### src/verilog/rcf_pkg.sv
// constants and types for the remote configuration request frame parser
package rcf_pkg;

    // ==========================================================
    // frame layout
    localparam logic [7:0]  START_DELIM     = 8'h7e;
    localparam logic [7:0]  REQ_TYPE        = 8'h17;
    localparam logic [7:0]  RSP_TYPE        = 8'h97;
    localparam logic [7:0]  CSUM_TARGET     = 8'hff;
    localparam logic [15:0] OFF_TYPE        = 16'h0003;
    localparam logic [15:0] OFF_ID          = 16'h0004;
    localparam logic [15:0] OFF_ADDR64      = 16'h0005;
    localparam logic [15:0] OFF_ADDR16      = 16'h000d;
    localparam logic [15:0] OFF_OPT         = 16'h000f;
    localparam logic [15:0] OFF_CMD         = 16'h0010;
    localparam logic [15:0] OFF_PARAM       = 16'h0012;
    // length counts type..last param byte, so a query is 15
    localparam logic [15:0] LEN_QUERY       = 16'h000f;
    localparam int          PARAM_MAX       = 16;
    localparam logic [4:0]  PARAM_MAX_LEN   = 5'h10;

    // ==========================================================
    // option byte fields
    localparam int          OPT_NOACK_BIT   = 0;
    localparam int          OPT_APPLY_BIT   = 1;
    localparam int          OPT_SECURE_BIT  = 4;
    localparam logic [7:0]  OPT_RESV_MASK   = 8'hec;

    // ==========================================================
    // parser states
    typedef enum logic [2:0] {
        RCF_IDLE,
        RCF_LEN_HI,
        RCF_LEN_LO,
        RCF_BODY,
        RCF_CSUM
    } rcf_state_t;

endpackage

### src/verilog/rcf_csum_if.sv
// interface carrying running checksum controls between parser and accumulator
`timescale 1ns/1ps
interface rcf_csum_if;
    logic       clear;
    logic       add;
    logic [7:0] data;
    logic [7:0] sum;
    modport ctrl (output clear, output add, output data, input sum);
    modport acc  (input clear, input add, input data, output sum);
endinterface

### src/verilog/remote_config_request_frame.sv
// parser for the remote configuration request frame on the serial api
// Behaviour
// frame begins with start delimiter byte at offset zero
// 16-bit length counts bytes between length field and checksum
// type byte at offset three must be the remote request code
// correlation id at offset four; zero means no response
// response carries the request's correlation id back to host
// host puts 64-bit address at offset five, all-ones if unused
// host puts 16-bit address at offset thirteen, or unknown value
// option bit 0 suppresses acknowledgement
// option bit 1 applies now; otherwise change stays pending
// option bit 4 asks secure delivery, needs an open session
// host keeps reserved and unused option bits at zero
// offset sixteen holds two ascii parameter name characters
// bytes from offset eighteen to checksum are the new value
// no value bytes means query; return current value
// checksum is 0xff minus low byte of sum from offset three
// host sends these only as unicast, not broadcast
// discard frames with bad checksum or length
`timescale 1ns/1ps
module remote_config_request_frame
    import rcf_pkg::*;
(
    input  wire logic                    mclk,
    input  wire logic                    nrst,
    input  wire logic [7:0]              rxData,
    input  wire logic                    rxValid,
    input  wire logic                    secureSession,
    input  wire logic                    applyPendingChangesCommand,
    output logic                         reqValid,
    output logic [7:0]                   reqId,
    output logic                         rspWanted,
    output logic [7:0]                   rspType,
    output logic [63:0]                  reqAddr64,
    output logic [15:0]                  reqAddr16,
    output logic                         reqNoAck,
    output logic                         reqApply,
    output logic                         reqSecure,
    output logic [15:0]                  reqCmd,
    output logic [4:0]                   reqParamLen,
    output logic [PARAM_MAX*8-1:0]       reqParam,
    output logic                         reqQuery,
    output logic                         reqWrite,
    output logic                         applyNow,
    output logic                         pendingChange,
    output logic                         frameDropped
);

    // ==========================================================
    // state
    rcf_state_t                 state_reg;
    logic [15:0]                len_reg;
    logic [15:0]                pos_reg;
    logic [7:0]                 id_reg;
    logic [63:0]                addr64_reg;
    logic [15:0]                addr16_reg;
    logic [7:0]                 opt_reg;
    logic [15:0]                cmd_reg;
    logic [7:0]                 param_reg [PARAM_MAX];
    logic                       typeOk_reg;
    logic                       secureOk;
    logic                       frameGood;
    logic [15:0]                paramIdx;
    logic                       csumByte;
    logic                       acceptNow;
    logic                       dropNow;
    rcf_csum_if                 cs ();

    rcf_csum_acc u_csum
    (
        .mclk (mclk),
        .nrst (nrst),
        .cs   (cs)
    );

    // position of the byte now arriving, counted from offset eighteen
    assign paramIdx = pos_reg - OFF_PARAM;

    // cleared while hunting so a cut frame leaves no residue
    // checksum accumulation
    assign cs.clear = (state_reg == RCF_IDLE);
    assign cs.add   = rxValid && (state_reg == RCF_BODY);
    assign cs.data  = rxData;

    // the checksum byte completes the running sum to 0xff
    // length outside 15..31 cannot fit the value store
    // checksum check
    // length check
    // secure option gate
    assign secureOk  = !opt_reg[OPT_SECURE_BIT] || secureSession;
    assign frameGood = (8'(cs.sum + rxData) == CSUM_TARGET)
                       && typeOk_reg
                       && (len_reg >= LEN_QUERY)
                       && (len_reg <= LEN_QUERY + 16'(PARAM_MAX))
                       && secureOk;

    // verdict decoded once so accept and drop can never both fire
    assign csumByte  = rxValid && (state_reg == RCF_CSUM);
    assign acceptNow = csumByte && frameGood;
    assign dropNow   = csumByte && !frameGood;

    // ==========================================================
    // byte sequencer
    always_ff @(posedge mclk or negedge nrst)
    begin
        if (!nrst)
        begin
            state_reg <= RCF_IDLE;
            len_reg   <= 16'h0000;
            pos_reg   <= 16'h0000;
        end
        else if (rxValid)
        begin
            case (state_reg)
                // bytes before the start byte are ignored
                // hunt for start
                RCF_IDLE:
                begin
                    if (rxData == START_DELIM)
                        state_reg <= RCF_LEN_HI;
                end
                // length big-endian
                RCF_LEN_HI:
                begin
                    len_reg[15:8] <= rxData;
                    state_reg     <= RCF_LEN_LO;
                end
                RCF_LEN_LO:
                begin
                    len_reg[7:0] <= rxData;
                    pos_reg      <= OFF_TYPE;
                    // a zero length frame cannot be valid
                    if ({len_reg[15:8], rxData} == 16'h0000)
                        state_reg <= RCF_CSUM;
                    else
                        state_reg <= RCF_BODY;
                end
                RCF_BODY:
                begin
                    // a start byte inside the body is data; no resync mid-frame
                    pos_reg <= pos_reg + 16'h0001;
                    // body ends after length bytes
                    if (pos_reg == len_reg + OFF_TYPE - 16'h0001)
                        state_reg <= RCF_CSUM;
                end
                // verdict is taken on this same edge, then hunt again
                RCF_CSUM:
                    state_reg <= RCF_IDLE;
                default:
                    state_reg <= RCF_IDLE;
            endcase
        end
    end

    // ==========================================================
    // field capture, big-endian as on the wire
    always_ff @(posedge mclk or negedge nrst)
    begin
        if (!nrst)
        begin
            typeOk_reg <= 1'b0;
            id_reg     <= 8'h00;
            addr64_reg <= 64'h0000000000000000;
            addr16_reg <= 16'h0000;
            opt_reg    <= 8'h00;
            cmd_reg    <= 16'h0000;
        end
        else if (rxValid && state_reg == RCF_BODY)
        begin
            // type kept as a flag, judged at the checksum byte
            // frame type check
            if (pos_reg == OFF_TYPE)
                typeOk_reg <= (rxData == REQ_TYPE);
            // correlation id
            if (pos_reg == OFF_ID)
                id_reg <= rxData;
            // R6 64-bit destination
            if (pos_reg >= OFF_ADDR64 && pos_reg < OFF_ADDR16)
                addr64_reg <= {addr64_reg[55:0], rxData};
            // R7 16-bit destination
            if (pos_reg >= OFF_ADDR16 && pos_reg < OFF_OPT)
                addr16_reg <= {addr16_reg[7:0], rxData};
            // reserved bits masked off, host keeps them zero
            if (pos_reg == OFF_OPT)
                opt_reg <= rxData & ~OPT_RESV_MASK;
            // two character parameter name
            if (pos_reg >= OFF_CMD && pos_reg < OFF_PARAM)
                cmd_reg <= {cmd_reg[7:0], rxData};
        end
    end

    // ==========================================================
    // parameter value storage, one flip-flop byte per entry
    genvar gi;
    generate
        for (gi = 0; gi < PARAM_MAX; gi++)
        begin : g_param
            // value bytes from offset eighteen
            always_ff @(posedge mclk or negedge nrst)
            begin
                if (!nrst)
                    param_reg[gi] <= 8'h00;
                else if (rxValid && state_reg == RCF_BODY && pos_reg >= OFF_PARAM
                         && paramIdx == 16'(gi))
                    param_reg[gi] <= rxData;
            end
            // bytes past the value length keep stale contents
            // first value byte lands in the top byte of the output
            always_ff @(posedge mclk or negedge nrst)
            begin
                if (!nrst)
                    reqParam[(PARAM_MAX-1-gi)*8 +: 8] <= 8'h00;
                else if (rxValid && state_reg == RCF_CSUM && frameGood)
                    reqParam[(PARAM_MAX-1-gi)*8 +: 8] <= param_reg[gi];
            end
        end
    endgenerate

    // ==========================================================
    // request presentation; outputs held until the next good frame
    always_ff @(posedge mclk or negedge nrst)
    begin
        if (!nrst)
        begin
            reqId       <= 8'h00;
            rspWanted   <= 1'b0;
            rspType     <= 8'h00;
            reqAddr64   <= 64'h0000000000000000;
            reqAddr16   <= 16'h0000;
            reqNoAck    <= 1'b0;
            reqApply    <= 1'b0;
            reqSecure   <= 1'b0;
            reqCmd      <= 16'h0000;
            reqParamLen <= 5'h00;
            reqQuery    <= 1'b0;
            reqWrite    <= 1'b0;
        end
        else if (rxValid && state_reg == RCF_CSUM && frameGood)
        begin
            // response keeps the request id
            reqId       <= id_reg;
            rspType     <= RSP_TYPE;
            // id zero means silent
            rspWanted   <= (id_reg != 8'h00);
            reqAddr64   <= addr64_reg;
            reqAddr16   <= addr16_reg;
            // acknowledgement suppression
            reqNoAck    <= opt_reg[OPT_NOACK_BIT];
            reqApply    <= opt_reg[OPT_APPLY_BIT];
            reqSecure   <= opt_reg[OPT_SECURE_BIT];
            reqCmd      <= cmd_reg;
            reqParamLen <= 5'(len_reg - LEN_QUERY);
            // no value bytes is a query
            reqQuery    <= (len_reg == LEN_QUERY);
            // value present is a write
            reqWrite    <= (len_reg != LEN_QUERY);
        end
    end

    // ==========================================================
    // one-cycle strobes
    always_ff @(posedge mclk or negedge nrst)
    begin
        if (!nrst)
        begin
            reqValid     <= 1'b0;
            frameDropped <= 1'b0;
        end
        else
        begin
            // bad frames are dropped without acting
            reqValid     <= acceptNow;
            frameDropped <= dropNow;
        end
    end

    // ==========================================================
    // pending change tracking; set wins over clear
    always_ff @(posedge mclk or negedge nrst)
    begin
        if (!nrst)
        begin
            pendingChange <= 1'b0;
            applyNow      <= 1'b0;
        end
        else
        begin
            // a query never sets pending state; one with the apply bit clears it
            // apply immediately or hold pending
            if (rxValid && state_reg == RCF_CSUM && frameGood
                && len_reg != LEN_QUERY && !opt_reg[OPT_APPLY_BIT])
                pendingChange <= 1'b1;
            else if (applyPendingChangesCommand
                     || (rxValid && state_reg == RCF_CSUM && frameGood
                         && opt_reg[OPT_APPLY_BIT]))
                pendingChange <= 1'b0;
            applyNow <= applyPendingChangesCommand
                        || (rxValid && state_reg == RCF_CSUM && frameGood
                            && opt_reg[OPT_APPLY_BIT]);
        end
    end

endmodule

### src/verilog/rcf_csum_acc.sv
// running eight bit checksum accumulator
`timescale 1ns/1ps
module rcf_csum_acc
    import rcf_pkg::*;
(
    input  wire logic  mclk,
    input  wire logic  nrst,
    rcf_csum_if.acc    cs
);

    logic [7:0] sum_reg;

    // sum wraps at eight bits by design
    always_ff @(posedge mclk or negedge nrst)
    begin
        if (!nrst)
            sum_reg <= 8'h00;
        else if (cs.clear)
            sum_reg <= 8'h00;
        else if (cs.add)
            sum_reg <= sum_reg + cs.data;
    end

    assign cs.sum = sum_reg;

endmodule

### config.mk
export PLATFORM = sky130hd
export DESIGN_NAME = remote_config_request_frame
export DESIGN_NICKNAME = d
export VERILOG_FILES = /design/src/verilog/rcf_pkg.sv /design/src/verilog/rcf_csum_if.sv /design/src/verilog/remote_config_request_frame.sv /design/src/verilog/rcf_csum_acc.sv
export SDC_FILE = /design/constraint.sdc
export NUM_CORES = 1
export LEC_CHECK = 0
export BUFFER_PORTS_ARGS = -buffer_cell sky130_fd_sc_hd__buf_2
export CORE_ASPECT_RATIO = 1.75
export CORE_MARGIN = 5
export CORE_UTILIZATION = 50
export CTS_BUF_LIST = sky130_fd_sc_hd__clkbuf_16
export DETAILED_ROUTE_END_ITERATION = 8
export PLACE_DENSITY_LB_ADDON = 0.3
export SLEW_MARGIN = 0
export SYNTH_ARGS = -nofsm -noshare
export SYNTH_HDL_FRONTEND = slang
export SYNTH_SLANG_ARGS = --single-unit
### constraint.sdc
create_clock -name mclk -period 4 [get_ports mclk]
set_input_delay 0.6 -clock mclk [delete_from_list [all_inputs] [get_ports mclk]]
set_output_delay 0.6 -clock mclk [all_outputs]
set_load 0.03 [all_outputs]
==> flow_summary_export.csv, run 1 <==
group,metric,value,unit
routing,totalWireLength,52300,um
timing,rsz_0062_raised_after_global_routing,"false",
clocking,holdBufCountCts,0,
finish,ff_latch_area,13200,um^2
timing,clock_skew,0.0176,ns
routing,avgViaCountPerCell,5.44,
floorplan,die_x,170,um
clocking,clk-insertion-delay-late,0.58,ns
grt,first_global_vias,13507,
grt,global_route_wire_length_before_repair,82100,um
worst_setup_path,worst_ep_required_time,4.45,ns
placement,placer_congestion,0.874,
synth,synth-warning-count,0,
timing,report.final.hold_viol_count,0,
grt,grtUsageTotal,0.211,
placement,pre_cts_ws,0.125,ns
floorplan,initial_core_utilization,0.502,
floorplan,io_pins,268,
run,maxCapViolCount,0,
timing,fmax,287,MHz
clocking,postCtsResizedCells,0,
placement,port_buffers,264,
status,run_status,"completed",
synth,synthesis.area,22500,um^2
finish,finalNonFillerCells,2344,
synth,async_flop_share,1.00,
synth,post-synth-top-area-fraction,0.585,
routing,drtPass1Iterations,5,
finish,final_area,26100,um^2
finish,multiInputGateArea,8560,um^2
pwr,power-per-cell-area,532,nW/um^2
floorplan,die_height,291,um
synth,dominantRegCellSynth,"sky130_fd_sc_hd__dfrtp_1",
floorplan,core-area,44800,um^2
worst_setup_path,crit_path_end_kind,"flip-flop",
synth,syn_avg_cell_area,15.4,um^2
routing,drt_first_iter_violations,611,
floorplan,design.die.area,49600,um^2
routing,detail_route_antenna_nets,0,
worst_setup_path,cp_data_arrival_time,3.94,ns
routing,via_count,12761,
clocking,root_buffer,"sky130_fd_sc_hd__clkbuf_16",
clocking,cts_made_buffers,49,
clocking,cts_tree,"done",
timing,fin_setup_tns,0,ns
timing,max_slew.worst_pin.slew,0.907,ns
timing,setup_viol_count_final,0,
placement,placed_cells,2256,
pwr,vdd_drop_max,522,uV
finish,area.growth.synth_to_final,15.8,%
synth,netlist_top_cells_area,"sky130_fd_sc_hd__dfrtp_1 59%, sky130_fd_sc_hd__mux2_2 14%, sky130_fd_sc_hd__mux2_4 14%",
clocking,postCtsSetupRepairBufs,0,
synth,yosysSeqAreaShare,0.585,
timing,final.setup.worst_slack,0.512,ns
timing,layout_worst_path_cycle_share,0.872,
synth,postSynthRegisterBits,527,
clocking,clk_pin_slew,0.06,ns
worst_setup_path,critical_path_class,"flip-flop to flip-flop",
placement,post_detailed_placement_half_perimeter_wirelength,35300,um
clocking,clockBufferDepth,3,
clocking,ctsHtreeMaxLevel,2,
routing,drt-wirelength-per-cell,22.3,um
finish,drive_gt1_frac,0.495,
worst_setup_path,worst-path-max-fanout,68,
grt,initial_antenna_violation_count,1,
placement,postPlaceCellArea,24300,um^2
timing,final_period_minus_worst_setup_slack,3.49,ns
finish,finish.net_count,1760,
hold_path,hp-class,"input port to asynchronous set/reset pin",
timing,maxSlewViolCount,0,
synth,synth_commonest_cells,"527 x sky130_fd_sc_hd__dfrtp_1, 281 x sky130_fd_sc_hd__mux2_2, 206 x sky130_fd_sc_hd__mux2_4, 43 x sky130_fd_sc_hd__nor2_1, 41 x sky130_fd_sc_hd__clkbuf_1",
grt,grt_max_degree,104,
floorplan,core.rowCount,103,
synth,yosys.cell_count.top_type,"sky130_fd_sc_hd__dfrtp_1",
synth,synth_edf_count,0,
worst_setup_path,setup.worst_path.start_class,"flip-flop",
synth,synth_area_leader_cell,"sky130_fd_sc_hd__dfrtp_1",
finish,num-fill-cells,3537,
finish,num_antenna_cells,0,
clocking,cts.sink_count,527,
synth,synthCells,1463,
routing,post-route-drc-count,0,
grt,globalRouteOverflowTotal,0,
timing,relSlewSlack,0.395,
synth,synth_cell_types,68,
pwr,cellLeakagePower,14.3,nW
## path summary, 6_finish.rpt
| check | startpoint | endpoint | slack, ns | cells after the start |
|---|---|---|---|---|
| max reg2reg | u_csum.cs.sum[0]$_DFFE_PN0P_ | reqAddr64[12]$_DFFE_PN0N_ | 0.51 | 10 |
| min | nrst | reqAddr64[20]$_DFFE_PN0N_ | 0.08 | 1 |
| max in group asynchronous | nrst | state_reg[0]$_DFFE_PN0P_ | 2.96 | 2 |
| min reg2reg | param_reg[36]$_DFFE_PN0P_ | reqParam[36]$_DFFE_PN0N_ | 0.50 | 1 |
| min in group mclk | applyPendingChangesCommand | applyNow$_DFF_PN0_ | 0.24 | 2 |
| max | u_csum.cs.sum[0]$_DFFE_PN0P_ | reqAddr64[12]$_DFFE_PN0N_ | 0.51 | 10 |
## per-layer routing
metal  track usage  up-vias  wire, um
met2         0.369      365     27100
met3        0.0419       95      3020
li1              -     5737         -
met1         0.261     6562     20500
met4        0.0674        2      1720
met5             0        -         8
## cell usage in the layout (no fill, tap or decap), types with 3 or more instances in the layout
cell,netlist,routed
sky130_fd_sc_hd__a22o_1,3,3
sky130_fd_sc_hd__nor4_1,13,13
sky130_fd_sc_hd__clkinvlp_4,0,3
sky130_fd_sc_hd__a211o_1,3,3
sky130_fd_sc_hd__or4_1,7,6
sky130_fd_sc_hd__mux2i_1,6,6
sky130_fd_sc_hd__inv_1,16,22
sky130_fd_sc_hd__clkbuf_16,0,50
sky130_fd_sc_hd__a31oi_1,4,4
sky130_fd_sc_hd__clkinv_2,0,7
sky130_fd_sc_hd__o21ai_0,24,24
sky130_fd_sc_hd__conb_1,1,3
sky130_fd_sc_hd__mux2_1,3,3
sky130_fd_sc_hd__nor4b_1,3,3
sky130_fd_sc_hd__clkinv_1,1,7
sky130_fd_sc_hd__dfrtp_1,527,527
sky130_fd_sc_hd__nand2b_1,10,10
sky130_fd_sc_hd__buf_4,7,19
sky130_fd_sc_hd__and3_1,4,4
sky130_fd_sc_hd__a211oi_1,4,4
sky130_fd_sc_hd__bufinv_16,0,12
sky130_fd_sc_hd__mux2_4,206,206
sky130_fd_sc_hd__mux2_2,281,281
sky130_fd_sc_hd__nand4_1,9,9
sky130_fd_sc_hd__nand3_1,38,38
sky130_fd_sc_hd__nor2_1,43,43
sky130_fd_sc_hd__a21oi_1,10,10
sky130_fd_sc_hd__nand2_1,38,38
sky130_fd_sc_hd__xnor2_1,15,15
sky130_fd_sc_hd__nor2b_1,6,6
sky130_fd_sc_hd__xor2_1,20,20
sky130_fd_sc_hd__buf_12,22,15
sky130_fd_sc_hd__nor3_1,18,17
sky130_fd_sc_hd__a21o_1,7,7
sky130_fd_sc_hd__ha_1,16,16
sky130_fd_sc_hd__buf_2,10,263
## report_power, final
group          total [W]  switching, W  internal (W)
logic            0.00209       0.00108       0.00101
clock network    0.00511       0.00205       0.00306
registers        0.00667      0.000656       0.00602
## area by class of cell
type / count / share of cell area
flip-flops and latches: 527 / 0.506
multi-input cells: 837 / 0.328
repair buffers: 298 / 0.0680
clock buffers: 50 / 0.0480
well taps: 577 / 0.0277
clock inverters: 38 / 0.0198
inverters: 17 / 0.00245
## cell families after synthesis
| group | share of synthesized area |
|---|---|
| and+or+nand+nor | 0.0514 |
| muxes | 0.282 |
| buffers and inverters | 0.0354 |
| adders and majority gates | 0.00978 |
| AOI/OAI and AO/OA | 0.0222 |
| other | 0.000166 |
| DFF | 0.585 |
| xor gates and xnor gates | 0.0136 |
## through the flow
stage                     power, W  hold slack, ns   util
after floorplan            0.00812           0.304      -
after global placement     0.00874           0.472  0.542
after detailed placement   0.00886           0.467  0.542
after CTS                   0.0140           0.129  0.582
after global routing        0.0145           0.151  0.582
final                       0.0139          0.0801  0.582
## worst max-delay path, stage by stage (launching register included)
cell	delay, ns
sky130_fd_sc_hd__dfrtp_1	0.38
sky130_fd_sc_hd__ha_1	0.21
sky130_fd_sc_hd__inv_1	0.08
sky130_fd_sc_hd__fa_1	0.25
sky130_fd_sc_hd__nor2b_4	0.06
sky130_fd_sc_hd__o31a_1	0.27
sky130_fd_sc_hd__or4b_1	0.51
sky130_fd_sc_hd__a31o_1	0.27
sky130_fd_sc_hd__or4_4	0.59
sky130_fd_sc_hd__buf_12	0.24
sky130_fd_sc_hd__mux2_4	0.39
Note: power is estimated with default switching activity, not from simulation.
==> run 2, diff against run 1 <==
==> constraint.sdc (replaced) <==
create_clock -name mclk -period 4 [get_ports mclk]
set_input_delay 0.8 -clock mclk [delete_from_list [all_inputs] [get_ports mclk]]
set_output_delay 0.8 -clock mclk [all_outputs]
set_load 0.03 [all_outputs]
==> run 2 against run 1 <==
Effect of this change:
- non-clock buffer count rose by 12
- clock power shrank 8.8%
- power down 3.0%
==> flow_summary_export.csv, run 2 (synthesized netlist as in run 1, its figures left out) <==
group,metric,value,unit
finish,num-fill-cells,3627,
clocking,postCtsSetupRepairBufs,0,
grt,first_global_vias,13686,
timing,maxSlewViolCount,0,
routing,post-route-drc-count,0,
finish,num_antenna_cells,0,
timing,rsz_0062_raised_after_global_routing,"false",
clocking,root_buffer,"sky130_fd_sc_hd__clkbuf_16",
clocking,cts.sink_count,527,
status,run_status,"completed",
worst_setup_path,worst_ep_required_time,4.47,ns
routing,detail_route_antenna_nets,0,
timing,clock_skew,0.0383,ns
pwr,vdd_drop_max,467,uV
timing,timing.hold.ws,0.192,ns
floorplan,die_x,170,um
routing,drt_first_iter_violations,543,
floorplan,io_pins,268,
timing,final_period_minus_worst_setup_slack,3.63,ns
routing,via_count,12807,
clocking,clk_pin_slew,0.07,ns
worst_setup_path,crit_path_end_kind,"flip-flop",
clocking,clk-insertion-delay-late,0.59,ns
pwr,cellLeakagePower,14.2,nW
finish,drive_gt1_frac,0.495,
placement,post_detailed_placement_half_perimeter_wirelength,35600,um
timing,fin_setup_tns,0,ns
routing,avgViaCountPerCell,5.44,
worst_setup_path,worst-path-max-fanout,16,
timing,layout_worst_path_cycle_share,0.908,
floorplan,design.die.area,49600,um^2
finish,finish.net_count,1771,
grt,grtUsageTotal,0.210,
run,maxCapViolCount,0,
floorplan,core-area,44800,um^2
timing,fmax,275,MHz
routing,drt-wirelength-per-cell,22.2,um
timing,max_slew.worst_pin.slew,0.888,ns
clocking,postCtsResizedCells,0,
timing,report.final.hold_viol_count,0,
placement,port_buffers,264,
routing,drtPass1Iterations,4,
grt,global_route_wire_length_before_repair,82200,um
timing,relSlewSlack,0.405,
finish,area.growth.synth_to_final,15.4,%
timing,setup_viol_count_final,0,
worst_setup_path,critical_path_class,"flip-flop to flip-flop",
worst_setup_path,setup.worst_path.start_class,"flip-flop",
floorplan,core.rowCount,103,
grt,initial_antenna_violation_count,1,
placement,placer_congestion,0.881,
hold_path,hp-class,"input port to asynchronous set/reset pin",
finish,multiInputGateArea,8560,um^2
clocking,ctsHtreeMaxLevel,2,
grt,grt_max_degree,100,
clocking,holdBufCountCts,0,
pwr,power-per-cell-area,517,nW/um^2
clocking,cts_tree,"done",
worst_setup_path,cp_data_arrival_time,4.10,ns
floorplan,initial_core_utilization,0.502,
routing,totalWireLength,52200,um
finish,ff_latch_area,13200,um^2
finish,mostFrequentLayoutCell,"sky130_fd_sc_hd__dfrtp_1",
floorplan,die_height,291,um
clocking,clockBufferDepth,3,
grt,globalRouteOverflowTotal,0,
finish,most-common-layout-cells,"527 x sky130_fd_sc_hd__dfrtp_1, 281 x sky130_fd_sc_hd__mux2_2, 263 x sky130_fd_sc_hd__buf_2, 206 x sky130_fd_sc_hd__mux2_4, 49 x sky130_fd_sc_hd__clkbuf_16",
clocking,cts_made_buffers,48,
==> run 2: changes by cell type in the layout (fill, tap and decap cells not counted), sizes merged <==
cell	previous run	this run
buf	298	310
bufinv	12	6
clkbuf	50	49
clkinv	17	23
inv	23	24
==> run 2: worst paths after layout <==
kind	depth (start not counted)	slack [ns]	from	end
worst max-delay path	6	0.37	pos_reg[7]$_DFFE_PN0P_	param_reg[62]$_DFFE_PN0P_
max in group asynchronous	2	2.74	nrst	param_reg[0]$_DFFE_PN0P_
min in group mclk	2	0.43	applyPendingChangesCommand	applyNow$_DFF_PN0_
worst min register to register	1	0.48	param_reg[29]$_DFFE_PN0P_	reqParam[29]$_DFFE_PN0N_
worst max register to register	6	0.37	pos_reg[7]$_DFFE_PN0P_	param_reg[62]$_DFFE_PN0P_
worst min-delay path	1	0.19	nrst	addr64_reg[35]$_DFFE_PN0P_
==> run 2: worst max-delay path, stage by stage (launching register included) <==
cell and delay (ns):
sky130_fd_sc_hd__dfrtp_1 0.50, sky130_fd_sc_hd__or4_1 0.62, sky130_fd_sc_hd__a211oi_1 0.31, sky130_fd_sc_hd__xor2_1 0.13
sky130_fd_sc_hd__nor3_2 0.69, sky130_fd_sc_hd__nand3_1 0.75, sky130_fd_sc_hd__mux2_2 0.50
==> run 2: layout make-up <==
| cell class | count | area share |
|---|---|---|
| Tap cell | 577 | 0.0278 |
| Clock buffer | 49 | 0.0472 |
| Clock inverter | 39 | 0.0142 |
| Timing Repair Buffer | 310 | 0.0717 |
| Multi-Input combinational cell | 837 | 0.329 |
| Sequential cell | 527 | 0.507 |
| Inverter | 17 | 0.00245 |
==> run 2: per-layer routing <==
layer  up-vias  wire (um)  track usage
met5         -         12            0
met4         2       1610       0.0643
met3        95       2780       0.0377
met2       342      26700        0.366
met1      6611      21100        0.267
li1       5757          -            -
==> run 2: report_power, final <==
part	internal (W)	switching [W]	leakage [nW]	total [W]
Sequential	0.00602	0.000676	7.23	0.00669
Combinational	0.00103	0.00107	6.20	0.00210
Clock	0.00263	0.00204	0.805	0.00466
Total	0.00967	0.00378	14.2	0.0135
==> run 2: through the flow <==
stage / setup WS (ns) / util / cell area, um^2 / cells / power (W)
floorplan: 0.295 / - / 22500 / 1465 / 0.00812
global placement: 0.0302 / 0.544 / 24400 / 2268 / 0.00877
detailed placement: 0.0114 / 0.544 / 24400 / 2268 / 0.00890
CTS: 0.410 / 0.580 / 26000 / 2356 / 0.0136
global route: 0.184 / 0.580 / 26000 / 2356 / 0.0141
finish: 0.366 / 0.580 / 26000 / 2356 / 0.0135
==> run 3, diff against run 2 <==
--- a/config.mk
+++ b/config.mk
@@ -5,6 +5,7 @@
 export SDC_FILE = /design/constraint.sdc
 export NUM_CORES = 1
 export LEC_CHECK = 0
+export ABC_AREA = 1
 export BUFFER_PORTS_ARGS = -buffer_cell sky130_fd_sc_hd__buf_2
 export CORE_ASPECT_RATIO = 1.75
 export CORE_MARGIN = 5
==> constraint.sdc (replaced) <==
create_clock -name mclk -period 3.8 [get_ports mclk]
set_input_delay 0.76 -clock mclk [delete_from_list [all_inputs] [get_ports mclk]]
set_output_delay 0.76 -clock mclk [all_outputs]
set_load 0.03 [all_outputs]
==> run 3 against run 2 <==
Effect of this change:
- sequential cell count is the same
- worst hold slack gained 0.068 ns
- worst setup slack gained 0.33 ns
- clock skew shrank 0.018 ns
- cell area grew 3.5%
- utilization shrank 0.57 points
- register-to-register slack gained 0.33 ns
- first-iteration DRC count grew 100%
- synthesized cell count grew 85%
- die area grew 4.7%
- count of clock-buffer cells in the layout shrank 2
- final cell count grew 51%
- critical endpoint is now reqParam[51]$_DFFE_PN0N_
==> flow_summary_export.csv, run 3 <==
group,metric,value,unit
synth,synthesis.area,23600,um^2
routing,avgViaCountPerCell,5.07,
routing,via_count,18025,
grt,initial_antenna_violation_count,0,
synth,synth_edf_count,0,
synth,netlist_top_cells_area,"sky130_fd_sc_hd__dfrtp_1 56%, sky130_fd_sc_hd__nand2_1 11%, sky130_fd_sc_hd__inv_1 9.1%",
timing,final_period_minus_worst_setup_slack,3.11,ns
pwr,total_switching_power,0.00408,W
placement,post_detailed_placement_half_perimeter_wirelength,43700,um
timing,max_slew.worst_pin.slew,0.914,ns
clocking,cts_tree,"done",
clocking,postCtsResizedCells,0,
placement,port_buffers,264,
clocking,postCtsSetupRepairBufs,0,
finish,mostFrequentLayoutCell,"sky130_fd_sc_hd__nand2_1",
floorplan,die_height,298,um
routing,drt_first_iter_violations,1085,
timing,layout_worst_path_cycle_share,0.818,
floorplan,design.die.area,51900,um^2
placement,pre_cts_ws,0.234,ns
floorplan,core.rowCount,105,
pwr,internal_power,0.00892,W
clocking,root_buffer,"sky130_fd_sc_hd__clkbuf_16",
synth,synthCells,2701,
finish,num_antenna_cells,0,
floorplan,io_pins,268,
pwr,vdd_drop_max,306,uV
synth,post-synth-top-area-fraction,0.558,
routing,wl_met3,2540,um
pwr,cellLeakagePower,13.9,nW
timing,timing.hold.ws,0.261,ns
synth,synth-warning-count,0,
pwr,netSwitchingFraction,0.314,
synth,synth_area_leader_cell,"sky130_fd_sc_hd__dfrtp_1",
hold_path,hp-class,"input port to asynchronous set/reset pin",
placement,placer_congestion,0.848,
grt,grtUsageTotal,0.232,
timing,fmax,322,MHz
pwr,power-per-cell-area,483,nW/um^2
grt,first_global_vias,17843,
pwr,power_frac_clock,0.346,
synth,syn_avg_cell_area,8.75,um^2
synth,synth_cell_types,47,
pwr,seqPwrFrac,0.477,
worst_setup_path,setup.worst_path.start_class,"flip-flop",
routing,route.met2.wl,33000,um
worst_setup_path,critical_path_class,"flip-flop to flip-flop",
routing,maxUsedRoutingLayer,"met4",
clocking,clk-insertion-delay-late,0.57,ns
floorplan,die_x,174,um
run,maxCapViolCount,0,
timing,setup_viol_count_final,0,
synth,postSynthRegisterBits,527,
floorplan,core-area,46900,um^2
clocking,clockBufferDepth,3,
clocking,holdBufCountCts,0,
synth,yosys.cell_count.top_type,"sky130_fd_sc_hd__nand2_1",
clocking,ctsHtreeMaxLevel,2,
timing,clock_skew,0.0202,ns
routing,post-route-drc-count,0,
worst_setup_path,worst_ep_required_time,4.25,ns
worst_setup_path,cp_data_arrival_time,3.56,ns
worst_setup_path,crit_path_end_kind,"flip-flop",
synth,async_flop_share,1.00,
status,run_status,"completed",
grt,globalRouteOverflowTotal,0,
timing,final.setup.worst_slack,0.691,ns
finish,drive_gt1_frac,0.167,
finish,finish.net_count,2966,
finish,most-common-layout-cells,"692 x sky130_fd_sc_hd__nand2_1, 585 x sky130_fd_sc_hd__inv_1, 527 x sky130_fd_sc_hd__dfrtp_1, 320 x sky130_fd_sc_hd__o21ai_0, 263 x sky130_fd_sc_hd__buf_2",
pwr,power.total,0.0130,W
synth,dominantRegCellSynth,"sky130_fd_sc_hd__dfrtp_1",
routing,drtPass1Iterations,5,
clocking,clk_pin_slew,0.07,ns
worst_setup_path,worst-path-max-fanout,75,
timing,maxSlewViolCount,0,
routing,detail_route_antenna_nets,0,
routing,routedLengthMet1,23400,um
timing,fin_setup_tns,0,ns
timing,rsz_0062_raised_after_global_routing,"false",
timing,report.final.hold_viol_count,0,
synth,yosysSeqAreaShare,0.558,
grt,grt_max_degree,101,
pwr,comb_power_share,0.177,
clocking,cts.sink_count,527,
routing,drt-wirelength-per-cell,17.1,um
grt,global_route_wire_length_before_repair,97200,um
synth,synth_commonest_cells,"693 x sky130_fd_sc_hd__nand2_1, 572 x sky130_fd_sc_hd__inv_1, 527 x sky130_fd_sc_hd__dfrtp_1, 320 x sky130_fd_sc_hd__o21ai_0, 144 x sky130_fd_sc_hd__nand4_1",
timing,relSlewSlack,0.391,
finish,area.growth.synth_to_final,13.9,%
floorplan,initial_core_utilization,0.504,
routing,totalWireLength,61000,um
clocking,cts_made_buffers,47,
-- run 3: final cells by class --
type | count | area, um^2
repair buffers | 324 | 1910
fillers | 4186 | 20000
multi-input cells | 1457 | 7500
clock buffers | 47 | 1180
clock inverters | 34 | 241
inverters | 579 | 2170
flip-flops and latches | 527 | 13200
well taps | 588 | 736
-- run 3: power by group through the flow --
stage / logic (W) / clock network (W) / registers, W
2_1_floorplan: 0.00170 / 0 / 0.00616
3_3_place_gp: 0.00223 / 0 / 0.00630
3_5_place_dp: 0.00229 / 0 / 0.00631
4_1_cts: 0.00230 / 0.00460 / 0.00620
5_1_grt: 0.00258 / 0.00482 / 0.00624
6_report: 0.00230 / 0.00450 / 0.00621
-- run 3: cells by family (layout without fill, tap and decap cells) --
| group | count (synthesis) | count (layout) | share of synthesized area |
|---|---|---|---|
| XOR/XNOR | 21 | 21 | 0.00778 |
| multiplexers | 65 | 65 | 0.0309 |
| other | 1 | 3 | 0.000159 |
| flip-flops | 527 | 527 | 0.558 |
| AO/OA/AOI/OAI | 351 | 351 | 0.0756 |
| buffers and inverters | 719 | 984 | 0.126 |
| AND/OR/NAND/NOR | 1000 | 1000 | 0.192 |
| adder cells (fa/ha/maj) | 17 | 17 | 0.00932 |
-- run 3: routing by layer --
layer / vias up / global-route usage
met1: 8650 / 0.270
met5: - / 0
met2: 441 / 0.436
met3: 114 / 0.0325
li1: 8820 / -
met4: 0 / 0.0730
-- run 3: final timing paths --
path,from,endpoint,slack [ns],cells after the start
max in group asynchronous,nrst,reqAddr64[29]$_DFFE_PN0N_,2.51,2
hold / removal,nrst,reqParam[39]$_DFFE_PN0N_,0.26,1
setup reg to reg,u_csum.cs.sum[0]$_DFFE_PN0P_,reqParam[51]$_DFFE_PN0N_,0.69,14
setup / recovery,u_csum.cs.sum[0]$_DFFE_PN0P_,reqParam[51]$_DFFE_PN0N_,0.69,14
hold reg to reg,param_reg[89]$_DFFE_PN0P_,param_reg[89]$_DFFE_PN0P_,0.47,2
min in group mclk,applyPendingChangesCommand,applyNow$_DFF_PN0_,0.39,3
-- run 3: per-stage QoR --
step,util,area [um^2],cells
final,0.574,26900,3556
after floorplan,-,23600,2703
after global routing,0.574,26900,3556
after global placement,0.544,25500,3475
after CTS,0.574,26900,3556
after detailed placement,0.544,25500,3475
-- run 3: worst max-delay path, stage by stage, from the launching register on --
cell and delay (ns):
sky130_fd_sc_hd__dfrtp_1 0.38, sky130_fd_sc_hd__ha_1 0.22, sky130_fd_sc_hd__inv_1 0.08, sky130_fd_sc_hd__fa_1 0.42, sky130_fd_sc_hd__inv_1 0.07, sky130_fd_sc_hd__nand2_1 0.04
sky130_fd_sc_hd__nor3_1 0.15, sky130_fd_sc_hd__nand3b_1 0.12, sky130_fd_sc_hd__nor2_1 0.10, sky130_fd_sc_hd__nand3_1 0.07, sky130_fd_sc_hd__nor2_1 0.24, sky130_fd_sc_hd__nand3_4 0.28
sky130_fd_sc_hd__buf_4 0.41, sky130_fd_sc_hd__o21ai_0 0.28, sky130_fd_sc_hd__inv_1 0.07
